===== src/rtl/sfp_pkg.sv =====
// Package: opcodes, timing constants, states and carrier structs for the flash sequencer
package sfp_pkg;

  // Opcodes
  localparam logic [7:0] OP_WRITE_LATCH_SET = 8'h06;
  localparam logic [7:0] OP_QUAD_PAGE_WRITE = 8'h32;
  localparam logic [7:0] OP_SECTOR_ERASE    = 8'h20;
  localparam logic [7:0] OP_BLOCK32_ERASE   = 8'h52;
  localparam logic [7:0] OP_BLOCK64_ERASE   = 8'hD8;
  localparam logic [7:0] OP_CHIP_ERASE_A    = 8'h60;
  localparam logic [7:0] OP_CHIP_ERASE_B    = 8'hC7;
  localparam logic [7:0] OP_DEEP_SLEEP      = 8'hB9;
  localparam logic [7:0] OP_WAKE_IDENTIFY   = 8'hAB;

  // Frame layout in serial clock edges
  localparam int unsigned OPCODE_BITS   = 8;
  localparam int unsigned ADDR_END_BITS = 32;
  localparam int unsigned QUAD_BYTE_CLK = 2;
  localparam int unsigned PAGE_BYTES    = 256;
  localparam int unsigned QUAD_EN_POS   = 9;

  // Region shifts for protect comparison
  localparam int unsigned SECTOR_SHIFT  = 12;
  localparam int unsigned BLK32_SHIFT   = 15;
  localparam int unsigned BLK64_SHIFT   = 16;
  localparam int unsigned PAGE_SHIFT    = 8;

  // Timing, clk 20 MHz
  localparam int unsigned CLK_MHZ        = 20;
  localparam int unsigned PAGE_TIME_US   = 700;
  localparam int unsigned ERASE_TIME_US  = 100;
  localparam int unsigned CHIP_TIME_US   = 2000;
  localparam int unsigned SLEEP_DLY_US   = 3;
  localparam int unsigned WAKE_DLY_US    = 3;
  localparam int unsigned SLEEP_DLY_CYC  = SLEEP_DLY_US * CLK_MHZ;
  localparam int unsigned WAKE_DLY_CYC   = WAKE_DLY_US * CLK_MHZ;
  localparam int unsigned LATCH_CLR_CYC  = 2;

  typedef enum logic [2:0] {
    SFP_OP_NONE, SFP_OP_PAGE, SFP_OP_SECT, SFP_OP_B32, SFP_OP_B64, SFP_OP_CHIP
  } sfp_op_t;

  typedef enum {SFP_ST_STANDBY, SFP_ST_BUSY, SFP_ST_SLEEP_WAIT, SFP_ST_SLEEP,
                SFP_ST_WAKE_WAIT} sfp_state_t;

  // Request to the array
  typedef struct packed {
    sfp_op_t     op;
    logic [23:0] addr;
    logic [8:0]  count;
  } sfp_req_t;

  // Protection setting
  typedef struct packed {
    logic [4:0] bp;
    logic       complement;
  } sfp_prot_t;

endpackage : sfp_pkg


===== src/rtl/sfp_seq.sv =====
// Flash program, erase and deep-sleep command sequencer
`timescale 1ns/1ps
// What this block does
// - Quad page write runs only with quad mode enable, status bit 9, set.
// - Over 256 data bytes keeps only the last 256 in the page.
// - Fewer bytes program only addressed bytes, rest of page unchanged.
// - Page write runs only if select rises on a byte boundary.
// - Valid end starts timed cycle; busy flag high until it ends.
// - Write latch flag is cleared during every timed cycle.
// - Page write into a protected page is not run.
// - 20H with address is sector erase; any address in sector selects.
// - Sector or block erase runs only if select rises after bit 32.
// - 52H with address erases the containing 32KB block.
// - D8H with address erases the containing 64KB block.
// - Erase of a protected region is not run.
// - Chip erase 60H or C7H runs only if select rises after bit 8.
// - Chip erase needs low protect bits all 0 with cmp 0, or all 1 with cmp 1.
// - Deep-sleep B9H, then entry delay, then lowest power mode.
// - In deep sleep every command but wake-and-identify is ignored.
// - Deep-sleep command during a timed cycle is rejected.
// - Select high with no cycle running leaves device in standby.
// - Reset clears deep sleep and starts in standby.
// - Wake ABH, then wake delay, then commands accepted again.
module sfp_seq (
  // Clock and reset
  input  wire logic              clk,
  input  wire logic              rst,
  // Serial link, sampled synchronously
  input  wire logic              cs_n,
  input  wire logic              sclk_rise,
  input  wire logic [3:0]        data_lane,
  // Status inputs
  input  wire logic [15:0]       status_word,
  input  wire sfp_pkg::sfp_prot_t prot,
  input  wire logic              array_done,
  // Status outputs
  output logic                   write_latch_flag,
  output logic                   write_busy_flag,
  output logic                   deep_sleep,
  output logic                   standby,
  // Array request and page buffer write port
  output sfp_pkg::sfp_req_t      req_q,
  output logic                   req_valid_q,
  output logic                   buf_we_q,
  output logic [7:0]             buf_idx_q,
  output logic [7:0]             buf_data_q
);

  sfp_pkg::sfp_state_t state_q;
  logic [7:0]  op_q;
  logic [23:0] addr_q;
  logic [5:0]  bit_cnt_q;
  logic [8:0]  byte_cnt_q;
  logic [7:0]  data_sr_q;
  logic        quad_half_q;
  logic        cs_d1_q;
  logic [15:0] dly_q;
  logic        latch_q;
  logic [7:0]  page_off_q;
  logic        busy_q;

  wire cs_rise = cs_n && !cs_d1_q;
  wire cs_low  = !cs_n;

  // Region compare against protect setting; simple contiguous map from top
  function automatic logic region_protected(input logic [23:0] a, input int unsigned sh,
                                            input sfp_pkg::sfp_prot_t p);
    logic [7:0] top;
    logic [7:0] lim;
    logic       in_prot;
    top = a[23:16];
    lim = 8'h80 >> (3'd7 - p.bp[2:0]);
    in_prot = (p.bp[2:0] != 3'b000) && (top >= (8'h80 - lim));
    if (p.bp[2:0] == 3'b111) in_prot = 1'b1;
    region_protected = p.complement ? !in_prot : in_prot;
    if (sh == 0) region_protected = 1'b0;
  endfunction : region_protected

  function automatic sfp_pkg::sfp_op_t decode_op(input logic [7:0] op);
    case (op)
      sfp_pkg::OP_QUAD_PAGE_WRITE: decode_op = sfp_pkg::SFP_OP_PAGE;
      sfp_pkg::OP_SECTOR_ERASE:    decode_op = sfp_pkg::SFP_OP_SECT;
      sfp_pkg::OP_BLOCK32_ERASE:   decode_op = sfp_pkg::SFP_OP_B32;
      sfp_pkg::OP_BLOCK64_ERASE:   decode_op = sfp_pkg::SFP_OP_B64;
      sfp_pkg::OP_CHIP_ERASE_A,
      sfp_pkg::OP_CHIP_ERASE_B:    decode_op = sfp_pkg::SFP_OP_CHIP;
      default:                     decode_op = sfp_pkg::SFP_OP_NONE;
    endcase
  endfunction : decode_op

  // Select edge tracking
  always_ff @(posedge clk or posedge rst) begin
    if (rst) cs_d1_q <= 1'b1;
    else     cs_d1_q <= cs_n;
  end

  // Shift-in: opcode and address single lane, data on four lanes
  always_ff @(posedge clk or posedge rst) begin
    if (rst) begin
      op_q        <= 8'h00;
      addr_q      <= 24'h00_0000;
      bit_cnt_q   <= 6'h00;
      byte_cnt_q  <= 9'h000;
      page_off_q  <= 8'h00;
      data_sr_q   <= 8'h00;
      quad_half_q <= 1'b0;
      buf_we_q    <= 1'b0;
      buf_idx_q   <= 8'h00;
      buf_data_q  <= 8'h00;
    end else begin
      buf_we_q <= 1'b0;
      if (cs_n) begin
        bit_cnt_q   <= 6'h00;
        quad_half_q <= 1'b0;
        if (cs_rise) begin
          byte_cnt_q <= 9'h000;
          page_off_q <= 8'h00;
        end
      end else if (sclk_rise) begin
        if (bit_cnt_q < 6'(sfp_pkg::OPCODE_BITS)) begin
          op_q      <= {op_q[6:0], data_lane[0]};
          bit_cnt_q <= bit_cnt_q + 6'h01;
        end else if (bit_cnt_q < 6'(sfp_pkg::ADDR_END_BITS)) begin
          addr_q    <= {addr_q[22:0], data_lane[0]};
          bit_cnt_q <= bit_cnt_q + 6'h01;
        end else begin
          if (bit_cnt_q == 6'(sfp_pkg::ADDR_END_BITS)) bit_cnt_q <= bit_cnt_q + 6'h01;
          data_sr_q   <= {data_sr_q[3:0], data_lane};
          quad_half_q <= !quad_half_q;
          if (quad_half_q) begin
            // Page wrap and overwrite keep only the last 256 bytes
            buf_we_q   <= 1'b1;
            buf_idx_q  <= addr_q[7:0] + page_off_q;
            buf_data_q <= {data_sr_q[3:0], data_lane};
            if (byte_cnt_q != 9'(sfp_pkg::PAGE_BYTES)) byte_cnt_q <= byte_cnt_q + 9'h001;
            // Offset keeps wrapping after the count saturates
            page_off_q <= page_off_q + 8'h01;
          end
        end
      end
    end
  end

  // Frame end classification
  logic frame_ok;
  sfp_pkg::sfp_op_t frame_op;
  always_comb begin
    frame_op = decode_op(op_q);
    frame_ok = 1'b0;
    case (frame_op)
      sfp_pkg::SFP_OP_PAGE:
        frame_ok = bit_cnt_q > 6'(sfp_pkg::ADDR_END_BITS) && !quad_half_q
                   && byte_cnt_q != 9'h000
                   && status_word[sfp_pkg::QUAD_EN_POS]
                   && !region_protected(addr_q, sfp_pkg::PAGE_SHIFT, prot);
      sfp_pkg::SFP_OP_SECT, sfp_pkg::SFP_OP_B32, sfp_pkg::SFP_OP_B64:
        frame_ok = bit_cnt_q == 6'(sfp_pkg::ADDR_END_BITS)
                   && !region_protected(addr_q, sfp_pkg::SECTOR_SHIFT, prot);
      sfp_pkg::SFP_OP_CHIP:
        frame_ok = bit_cnt_q == 6'(sfp_pkg::OPCODE_BITS)
                   && ((prot.bp[2:0] == 3'b000 && !prot.complement)
                    || (prot.bp[2:0] == 3'b111 && prot.complement));
      default: frame_ok = 1'b0;
    endcase
  end

  wire frame_end  = cs_low && cs_d1_q ? 1'b0 : (cs_n && !cs_d1_q);
  wire sleep_cmd  = op_q == sfp_pkg::OP_DEEP_SLEEP && bit_cnt_q == 6'(sfp_pkg::OPCODE_BITS);
  wire wake_cmd   = op_q == sfp_pkg::OP_WAKE_IDENTIFY && bit_cnt_q >= 6'(sfp_pkg::OPCODE_BITS);
  wire latch_cmd  = op_q == sfp_pkg::OP_WRITE_LATCH_SET && bit_cnt_q == 6'(sfp_pkg::OPCODE_BITS);

  // Main state machine
  always_ff @(posedge clk or posedge rst) begin
    if (rst) begin
      state_q     <= sfp_pkg::SFP_ST_STANDBY;
      dly_q       <= 16'h0000;
      busy_q      <= 1'b0;
      req_valid_q <= 1'b0;
      req_q       <= '0;
    end else begin
      req_valid_q <= 1'b0;
      case (state_q)
        sfp_pkg::SFP_ST_STANDBY: begin
          if (frame_end) begin
            if (sleep_cmd) begin
              state_q <= sfp_pkg::SFP_ST_SLEEP_WAIT;
              dly_q   <= 16'(sfp_pkg::SLEEP_DLY_CYC);
            end else if (frame_ok && latch_q) begin
              state_q     <= sfp_pkg::SFP_ST_BUSY;
              busy_q      <= 1'b1;
              req_valid_q <= 1'b1;
              req_q       <= '{op: frame_op, addr: addr_q, count: byte_cnt_q};
              dly_q       <= 16'(sfp_pkg::LATCH_CLR_CYC);
            end
          end
        end
        sfp_pkg::SFP_ST_BUSY: begin
          // Sleep and new program opcodes are dropped here
          if (dly_q != 16'h0000) dly_q <= dly_q - 16'h0001;
          if (array_done && dly_q == 16'h0000) begin
            busy_q  <= 1'b0;
            state_q <= sfp_pkg::SFP_ST_STANDBY;
          end
        end
        sfp_pkg::SFP_ST_SLEEP_WAIT: begin
          if (dly_q == 16'h0000) state_q <= sfp_pkg::SFP_ST_SLEEP;
          else dly_q <= dly_q - 16'h0001;
        end
        sfp_pkg::SFP_ST_SLEEP: begin
          if (frame_end && wake_cmd) begin
            state_q <= sfp_pkg::SFP_ST_WAKE_WAIT;
            dly_q   <= 16'(sfp_pkg::WAKE_DLY_CYC);
          end
        end
        sfp_pkg::SFP_ST_WAKE_WAIT: begin
          if (dly_q == 16'h0000) state_q <= sfp_pkg::SFP_ST_STANDBY;
          else dly_q <= dly_q - 16'h0001;
        end
        default: state_q <= sfp_pkg::SFP_ST_STANDBY;
      endcase
    end
  end

  // Write latch: set by its command, cleared early in each timed cycle
  always_ff @(posedge clk or posedge rst) begin
    if (rst) latch_q <= 1'b0;
    else if (state_q == sfp_pkg::SFP_ST_BUSY && dly_q == 16'h0001) latch_q <= 1'b0;
    else if (state_q == sfp_pkg::SFP_ST_STANDBY && frame_end && latch_cmd) latch_q <= 1'b1;
  end

  // Registered status outputs
  always_ff @(posedge clk or posedge rst) begin
    if (rst) begin
      write_latch_flag <= 1'b0;
      write_busy_flag  <= 1'b0;
      deep_sleep       <= 1'b0;
      standby          <= 1'b1;
    end else begin
      write_latch_flag <= latch_q;
      write_busy_flag  <= busy_q;
      deep_sleep       <= state_q == sfp_pkg::SFP_ST_SLEEP;
      standby          <= state_q == sfp_pkg::SFP_ST_STANDBY && cs_n;
    end
  end

  busy_start_a: assert property (@(posedge clk) disable iff (rst)
    req_valid_q |-> ##1 write_busy_flag)
    else $error("busy flag not raised after cycle start");

  latch_clear_a: assert property (@(posedge clk) disable iff (rst)
    $fell(busy_q) |-> !latch_q)
    else $error("write latch still set at cycle end");

  no_latch_a: assert property (@(posedge clk) disable iff (rst)
    req_valid_q |-> $past(latch_q))
    else $error("cycle started without write latch");

  busy_block_a: assert property (@(posedge clk) disable iff (rst)
    busy_q && !array_done |=> busy_q && !req_valid_q)
    else $error("new cycle accepted while busy");

  chip_prot_a: assert property (@(posedge clk) disable iff (rst)
    req_valid_q && req_q.op == sfp_pkg::SFP_OP_CHIP |->
      $past(prot.bp[2:0] == 3'b000 && !prot.complement
            || prot.bp[2:0] == 3'b111 && prot.complement))
    else $error("chip erase under protection");

  quad_en_a: assert property (@(posedge clk) disable iff (rst)
    req_valid_q && req_q.op == sfp_pkg::SFP_OP_PAGE |-> $past(status_word[sfp_pkg::QUAD_EN_POS]))
    else $error("quad write without quad enable");

  sleep_enter_a: assert property (@(posedge clk) disable iff (rst)
    state_q == sfp_pkg::SFP_ST_STANDBY && frame_end && sleep_cmd |=> !busy_q ##[1:80] deep_sleep)
    else $error("deep sleep not entered");

  sleep_hold_a: assert property (@(posedge clk) disable iff (rst)
    state_q == sfp_pkg::SFP_ST_SLEEP |-> !req_valid_q)
    else $error("command run while in deep sleep");

  page_len_a: assert property (@(posedge clk) disable iff (rst)
    req_valid_q && req_q.op == sfp_pkg::SFP_OP_PAGE |->
      req_q.count != 9'h000 && req_q.count <= 9'(sfp_pkg::PAGE_BYTES))
    else $error("page write count out of range");

  erase_len_a: assert property (@(posedge clk) disable iff (rst)
    req_valid_q && req_q.op != sfp_pkg::SFP_OP_PAGE && req_q.op != sfp_pkg::SFP_OP_CHIP |->
      $past(bit_cnt_q) == 6'(sfp_pkg::ADDR_END_BITS))
    else $error("erase started off the address boundary");

  chip_len_a: assert property (@(posedge clk) disable iff (rst)
    req_valid_q && req_q.op == sfp_pkg::SFP_OP_CHIP |->
      $past(bit_cnt_q) == 6'(sfp_pkg::OPCODE_BITS))
    else $error("chip erase started off the opcode boundary");

  sleep_reject_a: assert property (@(posedge clk) disable iff (rst)
    state_q == sfp_pkg::SFP_ST_BUSY && frame_end && sleep_cmd |=>
      state_q != sfp_pkg::SFP_ST_SLEEP_WAIT && !deep_sleep)
    else $error("deep sleep taken during a timed cycle");

  idle_standby_a: assert property (@(posedge clk) disable iff (rst)
    state_q == sfp_pkg::SFP_ST_STANDBY && cs_n |=> standby)
    else $error("standby not shown while idle");

  wake_hold_a: assert property (@(posedge clk) disable iff (rst)
    state_q == sfp_pkg::SFP_ST_WAKE_WAIT |=> !req_valid_q && !deep_sleep)
    else $error("command run during wake delay");

endmodule : sfp_seq


===== config.mk =====
export PLATFORM = sky130hd
export DESIGN_NAME = sfp_seq
export DESIGN_NICKNAME = d
export VERILOG_FILES = /design/src/rtl/sfp_pkg.sv /design/src/rtl/sfp_seq.sv
export SDC_FILE = /design/constraint.sdc
export NUM_CORES = 1
export LEC_CHECK = 0
export ABC_AREA = 0
export BUFFER_PORTS_ARGS = -buffer_cell sky130_fd_sc_hd__clkbuf_2
export CAP_MARGIN = 20
export CORE_MARGIN = 5
export CORE_UTILIZATION = 58
export DETAILED_ROUTE_END_ITERATION = 7
export PLACE_DENSITY = 0.8
export SKIP_CTS_REPAIR_TIMING = 1
export SLEW_MARGIN = 0
export SYNTH_ARGS = -nofsm -noshare
export SYNTH_HDL_FRONTEND = slang
export SYNTH_SLANG_ARGS = --single-unit

===== constraint.sdc =====
create_clock -name clk -period 4.4 [get_ports clk]
set_input_delay 0.22 -clock clk [delete_from_list [all_inputs] [get_ports clk]]
set_output_delay 0.22 -clock clk [all_outputs]
set_load 0.02 [all_outputs]

# --- After elaboration in Yosys (flattened, before gate mapping) ---
# Index checks and enable logic that the tools add are counted.
word_totals:
  ff_bits: 169
  input_bits: 31
  elab_cells: 198
op_classes:
  add_sub_neg: 7
  n_mux: 61
  n_bitwise: 4
  n_eq_ne: 38
  n_shift: 1
  n_reduce_logical: 59
  n_lt_le_gt_ge: 5
ops:
  columns: ["op", "count"]
  rows:
  - ["32-bit 2-to-1 mux", 7]
  - ["32-bit one-hot mux with 5 select lines", 1]
  - ["32-bit by 2-bit equality test with 1-bit output (second input constant)", 3]
  - ["16-bit 2-to-1 mux", 6]
  - ["32-bit by 3-bit equality test with 1-bit output (second input constant)", 2]
  - ["32-bit logical NOT", 2]
  - ["16-bit one-hot mux with 4 select lines", 1]
  - ["9-bit 2-to-1 mux", 7]
  - ["8-bit 2-to-1 mux", 6]
  - ["32-bit by 1-bit equality test with 1-bit output (second input constant)", 1]
  - ["8-bit equality test (second input constant)", 4]
  - ["6-bit 2-to-1 mux", 5]
  - ["1-bit 2-to-1 mux", 25]
  - ["2-bit != test (second input constant)", 11]
  - ["1-bit logical AND", 21]
  - ["6-bit AND reduction", 3]
  - ["16-bit by 1-bit equality test with 1-bit output (second input constant)", 1]
  - ["8-bit by 6-bit equality test with 1-bit output (second input constant)", 2]
  - ["8-bit by 7-bit equality test with 1-bit output (second input constant)", 2]
  - ["16-bit logical NOT", 1]
  - ["16-bit nonzero test", 1]
  - ["16-bit by 1-bit subtractor with 16-bit output (second input constant)", 1]
  - ["3-bit one-hot mux with 5 select lines", 1]
  - ["5-bit AND reduction", 3]
  - ["other kinds (36)", 58]

# --- Depth between registers and ports, before layout ---
# Gate-level depths: netlist of the first run.
logic_depth:
  ltp_word: 17
  depth_mapped: 15
  mapped_depth_nobuf: 13

# --- Least setup slack after synthesis of the first run ---
# Ideal clock, no wire load.
synth_path:
  kind: "input port to flip-flop"
  startpoint: "input prot[2] in the netlist's numbering"
  endpoint: "register req_q[10] in the netlist's numbering"
  n_path_buf: 2
  setup_slack_ps: 1191
  t_arrival_ps: 3084
  path_stages: 13
  setup_ps: 125
  t_required_ps: 4275
  cell_sequence: "buf_2 nor3_2 inv_1 ha_1 a22o_1 ha_1 o21ai_0 o21ai_0 and4_1 a211oi_1 o32ai_4 buf_6 mux2_4"
synth_via:
  elab_chain_cells: 14
  word_cells_on_any_way: 26
synth_lines:
  columns: ["item", "line", "source"]
  rows:
  - ["from (decl)", "sfp_seq.sv:34", "input wire sfp_pkg::sfp_prot_t prot,"]
  - ["3-bit subtractor", "sfp_seq.sv:72", "lim = 8'h80 >> (3'd7 - p.bp[2:0]);"]
  - ["8-bit by 3-bit right shift with 8-bit output", "sfp_seq.sv:72", null]
  - ["8-bit subtractor", "sfp_seq.sv:73", "in_prot = (p.bp[2:0] != 3'b000) && (top >= (8'h80 - lim));"]
  - ["8-bit >= comparator", "sfp_seq.sv:73", null]
  - ["1-bit logical AND", "sfp_seq.sv:73", null]
  - ["1-bit 2-to-1 mux", "sfp_seq.sv:74", "if (p.bp[2:0] == 3'b111) in_prot = 1'b1;"]
  - ["1-bit 2-to-1 mux", "sfp_seq.sv:150", "case (frame_op)"]
  - ["1-bit logical NOT", "sfp_seq.sv:75", "region_protected = p.complement ? !in_prot : in_prot;"]
  - ["1-bit 2-to-1 mux", "sfp_seq.sv:75", null]
  - ["1-bit logical NOT, on equally long branches", "sfp_seq.sv:158, sfp_seq.sv:155", null]
  - ["1-bit logical AND, on equally long branches", "sfp_seq.sv:158, sfp_seq.sv:155", null]
  - ["1-bit one-hot mux with 3 select lines *", "sfp_seq.sv:150", null]
  - ["1-bit logical AND *", "sfp_seq.sv:188", "end else if (frame_ok && latch_q) begin"]
  - ["4-bit AND reduction (no source line) *", null, null]
  - ["to (signal assigned)", "sfp_seq.sv:192", "req_q <= '{op: frame_op, addr: addr_q, count: byte_cnt_q};"]
  - ["to (decl)", "sfp_seq.sv:42", "output sfp_pkg::sfp_req_t req_q,"]
# Every way passes the cells marked *; elsewhere a longest branch is shown, timed or not. The select of a mux whose other input is x is not followed.
# A chain may end at the register's enable or synchronous reset.

# --- Final worst setup path of the first run ---
layout_path:
  startpoint: "input prot[2] in the netlist's numbering"
  endpoint: "register req_q[23] in the netlist's numbering"
# The elaborated chain is that of the path after synthesis.

==> flow_metrics.env, run 1 <==
export IMPL_yosysUniqueCellTypes=82
export IMPL_rows=40
export IMPL_worst_r2r_path_depth=8
export IMPL_area_growth_pct=14.50
export IMPL_place_ws_ns=0.4970
export IMPL_drtPass1Iterations=5
export IMPL_clk_pin_slew_ns=0.05
export IMPL_first_iter_violations=349
export IMPL_peakVddDrop_uv=243.9
export IMPL_nets=787
export IMPL_worst_ep_arrival_time_ns=3.86
export IMPL_clkLatencyLatePin_ns=0.42
export IMPL_htreeDepth=4
export IMPL_n_antenna_cell=0
export IMPL_clockBufferDepth=2
export IMPL_fin_hold_ws_ns=0.008749
export IMPL_fmaxAchievable_mhz=280.8
export IMPL_p_clk_share_pct=45.8
export IMPL_fillers=891
export IMPL_wirelength_um=15580
export IMPL_rsz0062_at_grt="false"
export IMPL_cts_root_buf="clkbuf_16"
export IMPL_grt_start_max_net_pins=108
export IMPL_synth_edff_count=0
export IMPL_gp_congestion=0.9017
export IMPL_cts_tree="built"
export IMPL_io_buffers=71
export IMPL_worst_slack_ns=0.8387
export IMPL_seq_area_frac_synth_pct=48.73
export IMPL_initial_utilization_pct=59.65
export IMPL_syn_inst=663
export IMPL_placed_area_um2=7689
export IMPL_synth_common_cells="dfrtp_1 (138), nand2_1 (65), nor2_1 (47)"
export IMPL_synth_most_common_cell="dfrtp_1"
export IMPL_crit_path_start_kind="input pin"
export IMPL_core_area_um2=12060
export IMPL_ys_ff_latch=140
export IMPL_total_power_mw=2.903
export IMPL_yosys_warnings=0
export IMPL_async_reset_ff_share_pct=100.0
export IMPL_floorplan_io_pins=89
export IMPL_syn_nets=718
export IMPL_synth_ff_type="dfrtp_1"
export IMPL_numCtsBuffers=17
export IMPL_syn_area_um2=7194
export IMPL_crit_path_end="req_q[23]"
export IMPL_min_path_cells=3
export IMPL_grt_overflow_total=0
export IMPL_hold_class="in -> reg"
export IMPL_slew_headroom_pct=37.41
export IMPL_grt_pass1_vias=5457
export IMPL_leakagePower_nw=3.953
export IMPL_crit_cells=14
export IMPL_track_usage_pct=22.29
export IMPL_timing_final_crit_share_pct=80.94
export IMPL_r2r_setup_slack_ns=1.18
export IMPL_crit_path_end_kind="register"
export IMPL_drv_cap=0
export IMPL_clock_skew_final_ns=0.005037
export IMPL_required_ns=4.70
export IMPL_sw_frac_of_total_pct=23.66
export IMPL_status="complete, no violations"
export IMPL_powerDensity_nw_per_um2=352.4
export IMPL_crit_start="prot[2]"
export IMPL_netlist_top_cell_by_area="dfrtp_1"
export IMPL_p_comb_share_pct=6.1
export IMPL_hold_violations=0
export IMPL_crit_fanout=25
export IMPL_avgSynthCellArea_um2=10.85
export IMPL_drc=0
export IMPL_setup_viol=0
export IMPL_die_w_um=121.4
export IMPL_drtAntennaViolNets=0
export IMPL_critical_path_max_stage_delay_ns=0.63
export IMPL_tns_ns=0
export IMPL_slew_violations=0
export IMPL_path_delay_family="compound AO/OA/AOI/OAI gates"
export IMPL_yosys_top_cells_area="dfrtp_1 (48%), mux2_2 (6.4%), mux2_4 (5.6%)"
export IMPL_crit_buf_inv=3
export IMPL_r2r_end="req_q[23]"
export IMPL_period_needed_ns=3.561
export IMPL_r2r_start="addr_q[21]"
export IMPL_synth_top_area_share_pct=48.00
export IMPL_crit_chain="clkbuf_2, nor3_2, inv_1, ha_1, a21oi_1, o21ai_0, ha_1, a211oi_1, o21ai_0, and4_1, a211oi_1, o32ai_4, buf_4, mux2_4"
export IMPL_fin_area_um2=8238
export IMPL_p_int_mw=2.216
export IMPL_antenna_found_initial=0
export IMPL_tightest_slew_ns=0.9389
export IMPL_cts_sinks=140
export IMPL_grt_pass1_wl_um=26380
export IMPL_vias_per_cell=5.905
export IMPL_die_h_um=121.4
export IMPL_hpwl_um=10590
export IMPL_cp_slowest_cell="a211oi_1"
export IMPL_dieArea_um2=14730
export IMPL_seqPwrFrac_pct=48.1
export IMPL_routedWlPerCell_um=17.06
export IMPL_p_sw_uw=686.7
export IMPL_drive_above_1_share_pct=26.17
export IMPL_path_class="in -> reg"
export IMPL_vias=5391
worst min-delay path by stage:
stage | end | start
6_report | buf_data_q[1] | data_lane[1]
2_1_floorplan | cs_d1_q | cs_n
3_5_place_dp | write_busy_flag | busy_q
3_3_place_gp | write_busy_flag | busy_q
5_1_grt | buf_data_q[3] | data_lane[3]
4_1_cts | buf_data_q[2] | data_lane[2]
worst reg2reg max path: stages, from the launching register on:
cell,delay [ns]
dfrtp_1,0.41
ha_1,0.34
a211oi_1,0.37
o21ai_0,0.22
and4_1,0.26
a211oi_1,0.63
o32ai_4,0.19
buf_4,0.31
mux2_4,0.36
routing by layer:
layer / GRT usage [%] / routed length [um] / vias to the layer above
met5: 0 / 0 / -
met4: 8.053 / 272 / 0
met3: 5.408 / 847 / 29
met2: 36.99 / 7837 / 151
met1: 28.42 / 6618 / 2677
li1: - / - / 2534
sequential cells by signal, summed over array words and instances (netlist names), 8 cells and up:
name        flops
op_q            8
buf_idx_q       8
byte_cnt_q      9
buf_data_q      8
dly_q          16
addr_q         24
req_q          36
page_off_q      8
power groups by stage:
stage / sequential, mW / combinational [mW] / clock, mW
2_1_floorplan: 1.37 / 0.180 / 0
3_3_place_gp: 1.41 / 0.167 / 0
3_5_place_dp: 1.42 / 0.176 / 0
4_1_cts: 1.39 / 0.178 / 1.35
5_1_grt: 1.41 / 0.198 / 1.41
6_report: 1.40 / 0.177 / 1.33
through the flow:
step | utilization, % | std cells
after floorplan | - | 663
after global placement | 63.74 | 881
after detailed placement | 63.74 | 881
after CTS | 68.30 | 913
after global routing | 68.30 | 913
final | 68.30 | 913
area by class of cell:
class                           instances  area, um^2  area share, %
Clock inverter                          8       67.56         0.8202
Inverter                               29       113.9          1.382
Clock buffer                           24       481.7          5.848
Tap cell                              168       210.2          2.552
Sequential cell                       140        3506          42.56
Timing Repair Buffer                   80       422.9          5.134
Multi-Input combinational cell        464        3436          41.71
cells in the final DEF (no fill, tap or decap), drive strengths merged, types with 8 or more instances in the layout:
cell type,instances
buf,9
inv,28
ha,23
nor2,47
o21ai,39
nand4,10
nand2,65
a31oi,10
nand3,17
dfrtp,138
mux2,69
nor3,12
nor4,8
xor2,17
a21oi,19
clkbuf,95
cells by family (layout without fill, tap and decap cells):
| family | after synthesis | count (layout) | share of synthesized area (%) |
|---|---|---|---|
| fa+ha+maj | 24 | 24 | 4.278 |
| buf+inv | 59 | 141 | 3.565 |
| simple gates | 220 | 220 | 16.05 |
| xor+xnor | 24 | 24 | 2.922 |
| mux | 73 | 73 | 12.77 |
| flops | 140 | 140 | 48.73 |
| other cells | 1 | 1 | 0.05212 |
| compound gates | 122 | 122 | 11.64 |
No activity file was read; power rests on OpenSTA's default activity.
==> inputs of run 2 (changes only) <==
- clock period: 4.4 -> 3.6 ns (I/O delays scaled with it)
==> flow_metrics.env, run 2 (synthesis results as in run 1) <==
export IMPL_status="finished with violations"
export IMPL_violations="negative hold slack"
export IMPL_grt_pass1_wl_um=26080
export IMPL_area_growth_pct=16.14
export IMPL_crit_path_start_kind="input pin"
export IMPL_final_cell_mix="dfrtp_1 (138), clkbuf_2 (71), nand2_1 (65)"
export IMPL_cp_slowest_cell="mux2_2"
export IMPL_hold_class="in -> async"
export IMPL_routedWlPerCell_um=17.05
export IMPL_htreeDepth=4
export IMPL_crit_fanout=12
export IMPL_vias_per_cell=5.835
export IMPL_gp_congestion=0.8563
export IMPL_die_h_um=121.4
export IMPL_fin_hold_ws_ns=-0.04397
export IMPL_p_comb_share_pct=6.0
export IMPL_drc=0
export IMPL_timing_final_crit_share_pct=88.66
export IMPL_drv_cap=0
export IMPL_crit_buf_inv=4
export IMPL_grt_overflow_total=0
export IMPL_vias=5351
export IMPL_place_ws_ns=0.06299
export IMPL_hold_violations=50
export IMPL_antenna_found_initial=0
export IMPL_p_sw_uw=904.3
export IMPL_drtAntennaViolNets=0
export IMPL_layout_commonest_cell="dfrtp_1"
export IMPL_tightest_slew_ns=0.7270
export IMPL_path_delay_family="compound AO/OA/AOI/OAI gates"
export IMPL_die_w_um=121.4
export IMPL_seqPwrFrac_pct=45.8
export IMPL_tns_ns=0
export IMPL_crit_chain="clkbuf_2, nor3_2, inv_1, ha_1, nor3_1, a21oi_1, o21ai_0, ha_1, a211oi_1, o21ai_0, and4_1, a211oi_1, buf_4, o32ai_4, buf_4, mux2_2"
export IMPL_leakagePower_nw=3.985
export IMPL_r2r_setup_slack_ns=0.82
export IMPL_path_class="in -> reg"
export IMPL_period_needed_ns=3.192
export IMPL_core_area_um2=12060
export IMPL_clkLatencyLatePin_ns=0.42
export IMPL_nets=791
export IMPL_drive_above_1_share_pct=26.84
export IMPL_hpwl_um=10500
export IMPL_critical_path_max_stage_delay_ns=0.36
export IMPL_grt_pass1_vias=5420
export IMPL_dieArea_um2=14730
export IMPL_first_iter_violations=462
export IMPL_numCtsBuffers=17
export IMPL_slew_violations=0
export IMPL_track_usage_pct=22.04
export IMPL_n_antenna_cell=0
export IMPL_worst_ep_arrival_time_ns=3.49
export IMPL_powerDensity_nw_per_um2=446.2
export IMPL_rows=40
export IMPL_io_buffers=71
export IMPL_drtPass1Iterations=5
export IMPL_largest_register_ffs=36
export IMPL_worst_slack_ns=0.4081
export IMPL_r2r_start="dly_q[1]"
export IMPL_r2r_end="dly_q[3]"
export IMPL_cts_sinks=140
export IMPL_crit_start="prot[2]"
export IMPL_worst_r2r_path_depth=8
export IMPL_sw_frac_of_total_pct=24.25
export IMPL_crit_path_end_kind="register"
export IMPL_initial_utilization_pct=59.65
export IMPL_wirelength_um=15630
export IMPL_setup_viol=0
export IMPL_top_register="req_q"
export IMPL_slew_headroom_pct=51.53
export IMPL_clockBufferDepth=2
export IMPL_peakVddDrop_uv=392.9
export IMPL_floorplan_io_pins=89
export IMPL_p_int_mw=2.824
export IMPL_grt_start_max_net_pins=141
export IMPL_required_ns=3.90
export IMPL_clk_pin_slew_ns=0.06
export IMPL_cts_root_buf="clkbuf_16"
export IMPL_fmaxAchievable_mhz=313.3
export IMPL_p_clk_share_pct=48.2
export IMPL_reg_top3="req_q x36, addr_q x24, dly_q x16"
export IMPL_clock_skew_final_ns=0.009372
export IMPL_cts_tree="built"
export IMPL_rsz0062_at_grt="false"
run 2: cell count changes in the layout (fill, tap and decap cells not counted):
cell / before / now
clkinvlp_4: 1 / 6
clkinv_2: 6 / 3
clkinv_4: 0 / 1
inv_6: 1 / 2
bufinv_16: 1 / 3
clkbuf_8: 3 / 1
buf_12: 0 / 2
dlygate4sd3_1: 0 / 2
clkbuf_1: 4 / 0
run 2: metrics by stage:
stage               power, mW  instances  area [um^2]  utilization (%)
floorplan               1.896        663         7198                -
global placement        1.938        883         7727            64.07
detailed placement      1.952        883         7727            64.07
CTS                     3.740        915         8335            69.11
global route            3.851        917         8356            69.27
finish                  3.728        917         8356            69.27
run 2: routing by layer:
layer  global-route usage (%)  part of all wire (%)  vias up
met3                    5.315                   5.0       26
li1                         -                     -     2549
met5                        0                     0        -
met2                    36.65                    50      149
met4                    8.123                   1.8        0
met1                    28.01                    44     2627
run 2: worst max-delay path by stage:
stage | to | slack (ns) | cells after the start
after detailed placement | req_q[0] | 0.06 | 16
after floorplan | req_q[10] | 0.43 | 13
after CTS | req_q[8] | 0.46 | 16
after global placement | req_q[8] | 0.20 | 16
after global routing | req_q[8] | 0.09 | 16
final | req_q[8] | 0.41 | 16
run 2: power groups by stage:
stage	Sequential, mW	Combinational (mW)	Clock, mW
global route	1.72	0.248	1.89
CTS	1.71	0.222	1.81
floorplan	1.68	0.220	0
detailed placement	1.73	0.220	0
global placement	1.73	0.208	0
finish	1.71	0.222	1.80
run 2: layout make-up:
| type | instances | area (um^2) |
|---|---|---|
| multi-input combinational | 464 | 3436 |
| tap | 168 | 210.2 |
| clock buffer | 18 | 439.2 |
| sequential | 140 | 3506 |
| clock inverter | 14 | 168.9 |
| inverter | 29 | 112.6 |
| fill | 835 | 3706 |
| timing repair buffer | 84 | 483.0 |
run 2: tightest hold or removal path: stages:
cell and delay (ns):
clkbuf_2 0.10, clkinvlp_4 0.07, buf_12 0.50
